==> src/cbsg_map.vh <==
`ifndef CBSG_MAP_VH
`define CBSG_MAP_VH

// ****************************************
// Bus register map
// ****************************************
`define CBSG_ADDR_W 12
`define CBSG_OFS_CTRL 12'h000
`define CBSG_OFS_STATUS 12'h004
`define CBSG_OFS_CTRL_IDX 12'h000
`define CBSG_OFS_STATUS_IDX 12'h001

// ****************************************
// Control fields
// ****************************************
`define CBSG_CTRL_EXT_BIT 0
`define CBSG_CTRL_NSRC_LO 1
`define CBSG_CTRL_NSRC_HI 2
`define CBSG_CTRL_GF_BIT 3
`define CBSG_CTRL_SELCON_BIT 4
`define CBSG_CTRL_ENACON_BIT 5
`define CBSG_CTRL_MASK 32'h0000_003F

// ****************************************
// Status fields
// ****************************************
`define CBSG_ST_CUR_LO 0
`define CBSG_ST_REQ_LO 2
`define CBSG_ST_PEND_BIT 4
`define CBSG_ST_ENA_BIT 5
`define CBSG_ST_ACT_LO 6

// ****************************************
// Reset values
// ****************************************
`define CBSG_RST_EXT 1'h0
`define CBSG_RST_NSRC 2'h3
`define CBSG_RST_GF 1'h1
`define CBSG_RST_SELCON 1'h0
`define CBSG_RST_ENACON 1'h0
`define CBSG_SEL_ZERO 2'h0
`define CBSG_WORD_ZERO 32'h0000_0000

// ****************************************
// Timing
// ****************************************
`define CBSG_CLK_PERIOD_NS 10
`define CBSG_ACT_TIME_NS 1000
// Activity window in clocks, sized to the counter
`define CBSG_ACT_CYCLES 8'h64
`define CBSG_ACT_W 8

// ****************************************
// Switch states
// ****************************************
`define CBSG_ST_RUN 1'h0
`define CBSG_ST_SWITCH 1'h1

`endif

==> src/cbsg_sync.v <==
`timescale 1ns/10ps

// ****************************************
// Two-stage synchroniser
// ****************************************
module cbsg_sync #(
    parameter W = 7
) (
    input wire clk_i,
    input wire rst_n_i,
    input wire [W-1:0] d_i,
    output wire [W-1:0] q_o
);
    reg [W-1:0] stage1;
    reg [W-1:0] stage2;

    // First stage feeds only the second; metastability is contained here
    always @(posedge clk_i)
    begin
        if (!rst_n_i)
        begin
            stage1 <= {W{1'b0}};
            stage2 <= {W{1'b0}};
        end
        else
        begin
            stage1 <= d_i;
            stage2 <= stage1;
        end
    end

    assign q_o = stage2;
endmodule // cbsg_sync

==> src/cbsg_clock_buffer.v <==
`timescale 1ns/10ps
`include "cbsg_map.vh"

module cbsg_clock_buffer (
    input wire clk_i,
    input wire rst_n_i,
    input wire [3:0] clock_inputs_i,
    input wire [1:0] clock_source_select_i,
    input wire network_enable_i,
    output reg buffered_clock_out_o,
    output wire global_drive_o,
    output wire external_drive_o,
    input wire hsel_i,
    input wire [31:0] haddr_i,
    input wire [1:0] htrans_i,
    input wire hwrite_i,
    input wire [2:0] hsize_i,
    input wire [31:0] hwdata_i,
    input wire hready_i,
    output wire hreadyout_o,
    output wire hresp_o,
    output reg [31:0] hrdata_o
);
    // ****************************************
    // Pin synchronisation
    // ****************************************
    wire [6:0] sync_out;
    wire [3:0] clk_smp;
    wire [1:0] sel_smp;
    wire ena_smp;

    cbsg_sync #(
        .W(7)
    ) u_sync (
        .clk_i(clk_i),
        .rst_n_i(rst_n_i),
        .d_i({network_enable_i, clock_source_select_i, clock_inputs_i}),
        .q_o(sync_out)
    );

    assign clk_smp = sync_out[3:0];
    assign sel_smp = sync_out[5:4];
    assign ena_smp = sync_out[6];

    // ****************************************
    // Control register
    // ****************************************
    reg ctrl_ext;
    reg [1:0] ctrl_nsrc;
    reg ctrl_gf;
    reg ctrl_selcon;
    reg ctrl_enacon;

    // ****************************************
    // Bus slave
    // ****************************************
    reg dp_write;
    reg [`CBSG_ADDR_W-1:0] dp_addr;
    wire ap_valid;
    reg [31:0] next_rdata;

    // Zero wait states: every transfer completes in its first data cycle
    assign hreadyout_o = 1'b1;
    assign hresp_o = 1'b0;
    assign ap_valid = hsel_i & htrans_i[1] & hready_i;

    always @(posedge clk_i)
    begin
        if (!rst_n_i)
        begin
            dp_write <= 1'b0;
            dp_addr <= {`CBSG_ADDR_W{1'b0}};
            hrdata_o <= `CBSG_WORD_ZERO;
        end
        else
        begin
            dp_write <= ap_valid & hwrite_i;
            if (ap_valid)
            begin
                dp_addr <= haddr_i[`CBSG_ADDR_W-1:0];
            end
            if (ap_valid & ~hwrite_i)
            begin
                hrdata_o <= next_rdata;
            end
        end
    end

    always @(posedge clk_i)
    begin
        if (!rst_n_i)
        begin
            ctrl_ext <= `CBSG_RST_EXT;
            ctrl_nsrc <= `CBSG_RST_NSRC;
            ctrl_gf <= `CBSG_RST_GF;
            ctrl_selcon <= `CBSG_RST_SELCON;
            ctrl_enacon <= `CBSG_RST_ENACON;
        end
        else if (dp_write && dp_addr == `CBSG_OFS_CTRL)
        begin
            ctrl_ext <= hwdata_i[`CBSG_CTRL_EXT_BIT];
            ctrl_nsrc <= hwdata_i[`CBSG_CTRL_NSRC_HI:`CBSG_CTRL_NSRC_LO];
            ctrl_gf <= hwdata_i[`CBSG_CTRL_GF_BIT];
            ctrl_selcon <= hwdata_i[`CBSG_CTRL_SELCON_BIT];
            ctrl_enacon <= hwdata_i[`CBSG_CTRL_ENACON_BIT];
        end
    end

    // ****************************************
    // Mode decode
    // ****************************************
    wire global_mode;
    wire [1:0] eff_nsrc;
    wire [3:0] src_mask;

    // A connected select forces the global network
    assign global_mode = ~ctrl_ext | ctrl_selcon;
    assign external_drive_o = ~global_mode;
    assign global_drive_o = global_mode;
    assign eff_nsrc = global_mode ? ctrl_nsrc : `CBSG_SEL_ZERO;

    // ****************************************
    // Per-input activity
    // ****************************************
    reg [3:0] smp_d;
    wire [3:0] active;
    wire [3:0] running;

    always @(posedge clk_i)
    begin
        if (!rst_n_i)
        begin
            smp_d <= 4'h0;
        end
        else
        begin
            smp_d <= clk_smp;
        end
    end

    genvar gi;
    generate
        for (gi = 0; gi < 4; gi = gi + 1)
        begin : g_act
            reg [`CBSG_ACT_W-1:0] idle_cnt;
            wire edge_seen;

            assign src_mask[gi] = (gi <= eff_nsrc);
            assign edge_seen = clk_smp[gi] ^ smp_d[gi];
            // Saturates so a stopped clock stays marked idle
            always @(posedge clk_i)
            begin
                if (!rst_n_i)
                begin
                    idle_cnt <= `CBSG_ACT_CYCLES;
                end
                else if (edge_seen)
                begin
                    idle_cnt <= {`CBSG_ACT_W{1'b0}};
                end
                else if (idle_cnt != `CBSG_ACT_CYCLES)
                begin
                    idle_cnt <= idle_cnt + 1'b1;
                end
            end
            assign running[gi] = (idle_cnt != `CBSG_ACT_CYCLES);
            assign active[gi] = src_mask[gi] & running[gi];
        end
    endgenerate

    // ****************************************
    // Selection capture
    // ****************************************
    reg [1:0] req_sel;
    wire [1:0] sel_in;

    assign sel_in = ctrl_selcon ? sel_smp : `CBSG_SEL_ZERO;

    always @(posedge clk_i)
    begin
        if (!rst_n_i)
        begin
            req_sel <= `CBSG_SEL_ZERO;
        end
        else if (!global_mode)
        begin
            req_sel <= `CBSG_SEL_ZERO;
        end
        else if (active[0] && sel_in <= eff_nsrc)
        begin
            // Held while input zero is quiet; out-of-range codes ignored
            req_sel <= sel_in;
        end
    end

    // ****************************************
    // Switchover
    // ****************************************
    reg sw_state;
    reg [1:0] cur_sel;
    reg [1:0] next_cur_sel;
    reg next_sw_state;
    wire cur_low;
    wire new_low;

    assign cur_low = ~clk_smp[cur_sel];
    assign new_low = ~clk_smp[req_sel];

    always @*
    begin
        next_cur_sel = cur_sel;
        next_sw_state = sw_state;
        case (sw_state)
            `CBSG_ST_RUN:
            begin
                if (req_sel != cur_sel)
                begin
                    next_sw_state = `CBSG_ST_SWITCH;
                end
            end
            `CBSG_ST_SWITCH:
            begin
                if (req_sel == cur_sel)
                begin
                    next_sw_state = `CBSG_ST_RUN;
                end
                else if (!ctrl_gf)
                begin
                    // Plain mux: fast, may chop a phase
                    next_cur_sel = req_sel;
                    next_sw_state = `CBSG_ST_RUN;
                end
                // Unmasked, so a source outside a narrowed count can still leave
                else if (running[cur_sel] && cur_low && new_low)
                begin
                    // Both low: old phase done, new one starts whole
                    next_cur_sel = req_sel;
                    next_sw_state = `CBSG_ST_RUN;
                end
            end
            default:
            begin
                next_sw_state = `CBSG_ST_RUN;
            end
        endcase
    end

    always @(posedge clk_i)
    begin
        if (!rst_n_i)
        begin
            sw_state <= `CBSG_ST_RUN;
            cur_sel <= `CBSG_SEL_ZERO;
        end
        else
        begin
            sw_state <= next_sw_state;
            cur_sel <= next_cur_sel;
        end
    end

    // ****************************************
    // Enable gating and output
    // ****************************************
    reg net_ena;
    wire ena_req;

    assign ena_req = ctrl_enacon ? ena_smp : 1'b1;

    always @(posedge clk_i)
    begin
        if (!rst_n_i)
        begin
            net_ena <= 1'b1;
            buffered_clock_out_o <= 1'b0;
        end
        else
        begin
            // Gate moves only in the low phase, never truncating a high
            if (cur_low)
            begin
                net_ena <= ena_req;
            end
            buffered_clock_out_o <= net_ena & clk_smp[cur_sel];
        end
    end

    // ****************************************
    // Read mux
    // ****************************************
    always @*
    begin
        next_rdata = `CBSG_WORD_ZERO;
        case (haddr_i[`CBSG_ADDR_W-1:0])
            `CBSG_OFS_CTRL:
            begin
                next_rdata[`CBSG_CTRL_EXT_BIT] = ctrl_ext;
                next_rdata[`CBSG_CTRL_NSRC_HI:`CBSG_CTRL_NSRC_LO] = ctrl_nsrc;
                next_rdata[`CBSG_CTRL_GF_BIT] = ctrl_gf;
                next_rdata[`CBSG_CTRL_SELCON_BIT] = ctrl_selcon;
                next_rdata[`CBSG_CTRL_ENACON_BIT] = ctrl_enacon;
            end
            `CBSG_OFS_STATUS:
            begin
                next_rdata[`CBSG_ST_CUR_LO+1:`CBSG_ST_CUR_LO] = cur_sel;
                next_rdata[`CBSG_ST_REQ_LO+1:`CBSG_ST_REQ_LO] = req_sel;
                next_rdata[`CBSG_ST_PEND_BIT] = sw_state;
                next_rdata[`CBSG_ST_ENA_BIT] = net_ena;
                next_rdata[`CBSG_ST_ACT_LO+3:`CBSG_ST_ACT_LO] = active;
            end
            default:
            begin
                next_rdata = `CBSG_WORD_ZERO;
            end
        endcase
    end
endmodule // cbsg_clock_buffer

==> config.mk <==
export PLATFORM = sky130hd
export DESIGN_NAME = cbsg_clock_buffer
export DESIGN_NICKNAME = d
export VERILOG_FILES = /design/src/cbsg_sync.v /design/src/cbsg_clock_buffer.v
export VERILOG_INCLUDE_DIRS = /design/src /design/src/src
export SDC_FILE = /design/constraint.sdc
export NUM_CORES = 1
export LEC_CHECK = 0
export CAP_MARGIN = 20
export CORE_ASPECT_RATIO = 2
export CORE_UTILIZATION = 45
export DETAILED_ROUTE_END_ITERATION = 8
export DONT_BUFFER_PORTS = 1
export GPL_TIMING_DRIVEN = 0
export PLACE_DENSITY = 0.63
export SETUP_SLACK_MARGIN = 0.02
export SLEW_MARGIN = 10
export SYNTH_ARGS = -nofsm -noshare
export SYNTH_HDL_FRONTEND = slang
export SYNTH_SLANG_ARGS = --single-unit
==> constraint.sdc <==
create_clock -name clk_i -period 1.7 [get_ports clk_i]
set_clock_uncertainty 0.1 [all_clocks]
set_input_delay 0 -clock clk_i [delete_from_list [all_inputs] [get_ports clk_i]]
set_output_delay 0 -clock clk_i [all_outputs]
set_load 0.02 [all_outputs]
Word level (Yosys, flattened, before mapping)
Cells that the tools add are included.
{ "word_totals": {"ff_bits": 86, "latch_bits": 0, "ramBits": 0, "mem_bits_ro": 0, "input_bits": 81, "out_inout_bits": 37, "elab_cells": 105, "n_memories": 0} }
{ "classes": {"n_addsub": 4, "mul": 0, "div_mod_pow": 0, "magnitude_cmp": 6, "n_eq_ne": 8, "shift": 0, "mux": 26, "n_bitwise": 21, "reduce_logical": 16} }
{ "ops": {"columns": ["op", "n"], "rows": [
  ["$mux 7", 8],
  ["$add 8x1->8 const B", 4],
  ["$ne 8x7->1 const B", 4],
  ["$logic_not 12->1", 2],
  ["$eq 12x3->1 const B", 1],
  ["$pmux 6 s2", 1],
  ["$and 1x1->1", 8],
  ["$mux 1", 8],
  ["$mux 2", 4],
  ["$not 1->1", 8],
  ["$reduce_bool 2->1", 4],
  ["$reduce_or 2->1", 4],
  ["$bmux 1 s2", 3],
  ["$lt 2x3->1 const B", 2],
  ["$le 2x2->1 const A", 2],
  ["$logic_and 1x1->1", 4],
  ["$mux 4", 1],
  ["$xor 1x1->1", 4],
  ["$reduce_and 3->1", 1],
  ["$eq 2x2->1", 1],
  ["$le 1x2->1 const A", 1],
  ["$le 2x2->1", 1],
  ["$ne 2x1->1 const B", 1],
  ["$ne 2x2->1", 1],
  ["3 further kinds", 3]
]} }

Depth between registers and ports, before layout
{ "logic_depth": {"word_depth": 9, "mapped_depth": 8, "ltp_nobuf": 8} }

Modules after synthesis
From an unflattened synthesis, not the netlist that was laid out.
{ "unflattened": {"cells_unflattened": 420, "hier_area_um2": 3807.4} }
{ "by_module_without_submodules": {"columns": ["mod", "n_inst", "cells_each", "area_each_um2", "seq_area_each_um2"], "rows": [
  ["cbsg_clock_buffer", 1, 391, 3415.8, 1441.4],
  ["cbsg_sync", 1, 29, 391.6, 280.3]
]} }

Least setup slack after synthesis
Ideal clock, no wire load.
{ "synth_timing": {"path_kind": "register -> register", "from": "register cur_sel[1]", "to": "register cur_sel[0]", "setup_ns": 0.072, "arrival_time_ns": 1.717, "required_time_ns": 1.528, "slack_ns": -0.189, "path_stages_with_launch": 7, "path_cell_list": "dfxtp_1 > buf_6 > mux4_2 > nor2_2 > o221ai_2 > a221oi_2 > mux2i_1"} }
{ "synth_between": {"elab_chain_len": 7, "word_cells_on_any_way": 11} }
{ "synth_lines": {"columns": ["element", "line_no", "source"], "rows": [
  ["start, declared", "cbsg_clock_buffer.v:200", "reg [1:0] cur_sel;"],
  ["start signal, assigned", "cbsg_clock_buffer.v:253", "cur_sel <= `CBSG_SEL_ZERO;"],
  ["start signal, assigned", "cbsg_clock_buffer.v:258", "cur_sel <= next_cur_sel;"],
  ["$bmux 1 s2", "cbsg_clock_buffer.v:206", "assign cur_low = ~clk_smp[cur_sel];"],
  ["$mux 1 (implied by the code)", "cbsg_clock_buffer.v:206", null],
  ["$not 1->1", "cbsg_clock_buffer.v:206", null],
  ["$logic_and 1x1->1 (2 in series)", "cbsg_clock_buffer.v:234", "else if (running[cur_sel] && cur_low && new_low)"],
  ["$ne 2x1->1 (no line)", null, null],
  ["$reduce_and 3->1 (no line) (*)", null, null]
]} }
Mark *: on every way between the ends. The rest lies on a longest branch, timed or not. The select of a mux whose other input is x is not followed.
A chain may end at the register's enable or synchronous reset.

Final worst setup path
{ "layout_timing": {"from": "register req_sel[1]", "to": "register sw_state"} }
{ "layout_between": {"elab_chain_len": 8, "word_cells_on_any_way": 11} }
{ "layout_lines": {"columns": ["element", "line_no", "source"], "rows": [
  ["start, declared", "cbsg_clock_buffer.v:174", "reg [1:0] req_sel;"],
  ["start signal, assigned", "cbsg_clock_buffer.v:183", "req_sel <= `CBSG_SEL_ZERO;"],
  ["start signal, assigned", "cbsg_clock_buffer.v:187", "req_sel <= `CBSG_SEL_ZERO;"],
  ["start signal, assigned", "cbsg_clock_buffer.v:192", "req_sel <= sel_in;"],
  ["$bmux 1 s2", "cbsg_clock_buffer.v:207", "assign new_low = ~clk_smp[req_sel];"],
  ["$mux 1 (implied by the code)", "cbsg_clock_buffer.v:207", null],
  ["$not 1->1", "cbsg_clock_buffer.v:207", null],
  ["$logic_and 1x1->1", "cbsg_clock_buffer.v:234", null],
  ["$mux 1", "cbsg_clock_buffer.v:234", null],
  ["$mux 1", "cbsg_clock_buffer.v:227", "else if (!ctrl_gf)"],
  ["$mux 1", "cbsg_clock_buffer.v:223", "if (req_sel == cur_sel)"],
  ["$pmux 1 s2 (*)", "cbsg_clock_buffer.v:213", "case (sw_state)"],
  ["end signal, assigned", "cbsg_clock_buffer.v:252", "sw_state <= `CBSG_ST_RUN;"],
  ["end signal, assigned", "cbsg_clock_buffer.v:257", "sw_state <= next_sw_state;"],
  ["end, declared", "cbsg_clock_buffer.v:199", "reg sw_state;"]
]} }
Marks and branches as above.

==> results.cfg <==
[critical_path]
cp_data_arrival_time_ns = 2.02
cp-start-kind = flop
critPathMaxFanout = 3
cp-end-kind = flop
critPathRequiredTime_ns = 1.83
worstSetupPathType = flop to flop

[yosys]
synthTopCellsByArea = dfxtp_1 45%, nand2_1 5.1%, xor2_1 4.8%
yosysWarnings = 0
synthCells = 424
synth_ff_type = dfxtp_1
synth_top_area_share_pct = 45.0
postSynthAreaPerCell_um2 = 9.03
async_reset_ff_share_pct = 0
yosysSeqAreaShare_pct = 45.0
netlist_top_cells_count = 86 x dfxtp_1, 52 x nand2_1, 33 x nor2_1, 26 x nand3_1, 24 x buf_4
ys_types = 42
synth_area_mm2 = 0.00383
synth_top_area_cell = dfxtp_1
synth_most_common_cell = dfxtp_1
ys_ff_latch = 86
synth-edff-count = 0

[clock_tree]
clock-sinks = 86
clock_latency_ns = 0.35
cts_tree = done
clock_path_buffers = 2
cts_htree_levels = 3
numCtsBuffers = 9
ctsRootBufferMaster = clkbuf_16
clk_pin_slew_ns = 0.06

[power_and_ir_drop]
power.density_mw_per_mm2 = 1120
total_leakage_power_uw = 0.00203
ir_worst_vdd_mv = 0.685
power_uw = 5590
power.share.sequential_pct = 41.3
p_clk_share_pct = 38.4
p_sw_uw = 1580
comb_power_share_pct = 20.3
internal_power_uw = 4010
p_sw_share_pct = 28.3

[timing]
whs_ns = 0.0161
finalCritPeriodShare_pct = 111
fin_ws_ns = -0.182
worstMarginPinSlew_ns = 0.581
max_freq_ghz = 0.531
final-hold-violation-count = 0
setup_violations = 6
slew-limit-headroom_pct = 61.1
rsz0062_at_grt = yes
drv_slew = 0
period_needed_ns = 1.88

[detailed_routing]
drt-total-wl_um = 8380
wl_met3_um = 419
drtIter0Drc = 57
route.met2.wl_um = 4810
viasPerCell = 5.02
drc = 0
firstDrtPassIters = 4
vias = 3046
top_layer = met4
wl_per_cell_um = 13.8
final_antenna_net_count = 0
met1Wirelength_um = 2950

[floorplan]
dieArea_mm2 = 0.00891
die_w_um = 67.2
die_height_um = 132
start_util_pct = 46.5
fp.coreArea_mm2 = 0.00823
num_rows = 47
pin_count = 118

[cells_and_area]
nNetsFinal = 595
n_antenna_cell = 0
fill_cells = 708
layout-drive-gt1-share_pct = 19.1
fin_area_mm2 = 0.00500
areaGrowthSynthToFinish_pct = 30.6

[place]
port-buffer-count = 0
place_congestion = 0.801
dp_slack_ns = -0.354
dp_hpwl_um = 5870
post_dp_cell_area_mm2 = 0.00404

[worst_hold_path]
hp-class = input pin to flop

[global_route]
overflow = 0
grt_pass1_vias = 2964
grt_use_total_pct = 19.3
grt_pass1_wl_um = 12700
grt_max_degree = 17
antenna_found_initial = 0

[status]
violations = negative setup slack
status = finished with violations

[flow_run]
cap_violations = 0
[cell families (layout without fill, tap and decap cells)]
logic type | count (synthesis) | in the layout | synth area share [%]
AOI/OAI and AO/OA | 55 | 55 | 9.51
xor gates and xnor gates | 31 | 31 | 7.09
adders and majority gates | 10 | 10 | 3.27
buffers and inverters | 49 | 112 | 7.38
DFF | 86 | 86 | 45.0
muxes | 12 | 12 | 3.79
other | 2 | 24 | 0.196
and+or+nand+nor | 179 | 179 | 23.8
[final timing paths]
check | from | end | slack [ns] | cells past startpoint
max | req_sel[1] | sw_state | -0.18 | 6
min | rst_n_i | req_sel[1] | 0.02 | 3
max reg2reg | req_sel[1] | sw_state | -0.18 | 6
min reg2reg | u_sync.stage1[1] | u_sync.q_o[1] | 0.33 | 1
[timing repair]
item / CTS / global route
pin swaps: 11 / 22
hold buffers: 37 / 1
setup buffers: 8 / 7
endpoints found under the setup margin: 22 / 24
gates cloned: 0 / 0
endpoints found under the hold margin: 38 / 2
gates resized for setup: 13 / 38
[metrics by stage]
| step | utilization [%] | setup TNS, ns | instances |
|---|---|---|---|
| floorplan | - | -0.355 | 446 |
| global placement | 49.1 | -2.59 | 544 |
| detailed placement | 49.1 | -2.79 | 544 |
| CTS | 58.9 | -0.692 | 604 |
| global route | 60.7 | -1.13 | 607 |
| finish | 60.7 | -0.557 | 607 |
[critical path, stage by stage (launching register included)]
cell and delay (ns):
dfxtp_4 0.36, mux4_2 0.50, nor2_2 0.12, o221ai_2 0.09, a221oi_2 0.38, buf_4 0.19
nor2_4 0.03
[registers in the layout, summed over array words and instances (netlist names), 2 cells and up]
signal and count:
cur_sel 2, hrdata_o 10, ctrl_nsrc 2, u_sync.stage1 7
smp_d 4, dp_addr 12, g_act.idle_cnt 32, u_sync.q_o 7
req_sel 2
[metal layers]
layer / vias to the layer above / GRT usage (%)
met5: - / 0
met4: 0 / 8.51
met2: 70 / 37.7
met3: 13 / 5.00
li1: 1550 / -
met1: 1413 / 16.9
[power by group through the flow]
stage	logic (µW)	clock network (µW)	registers, µW
6_report	1130	2140	2310
5_1_grt	1240	2260	2330
4_1_cts	971	2190	2300
3_5_place_dp	816	0	2340
3_3_place_gp	790	0	2340
2_1_floorplan	660	0	2310
[cell usage in the layout (no fill, tap or decap), types with 7 or more instances in the layout]
cell type	instances
nand3_1	24
xnor2_1	9
dlygate4sd3_1	36
inv_1	8
dfxtp_2	7
buf_4	36
mux2i_1	10
ha_1	7
and2_1	19
a21boi_0	10
o21ai_0	15
clkbuf_16	9
conb_1	24
nand2_1	51
nor2_1	30
clkbuf_1	12
dfxtp_1	75
nand4_1	7
xor2_1	21
nor3b_1	7
[cell type report]
type / instances / area, µm² / area share (%)
Multi-Input combinational cell: 311 / 2060 / 41.3
Buffer: 36 / 225 / 4.50
Clock inverter: 7 / 105 / 2.10
Inverter: 10 / 40.0 / 0.801
Tap cell: 98 / 123 / 2.45
Timing Repair Buffer: 50 / 473 / 9.46
Clock buffer: 9 / 225 / 4.50
Sequential cell: 86 / 1750 / 34.9
Note: power is estimated with default switching activity, not from simulation.
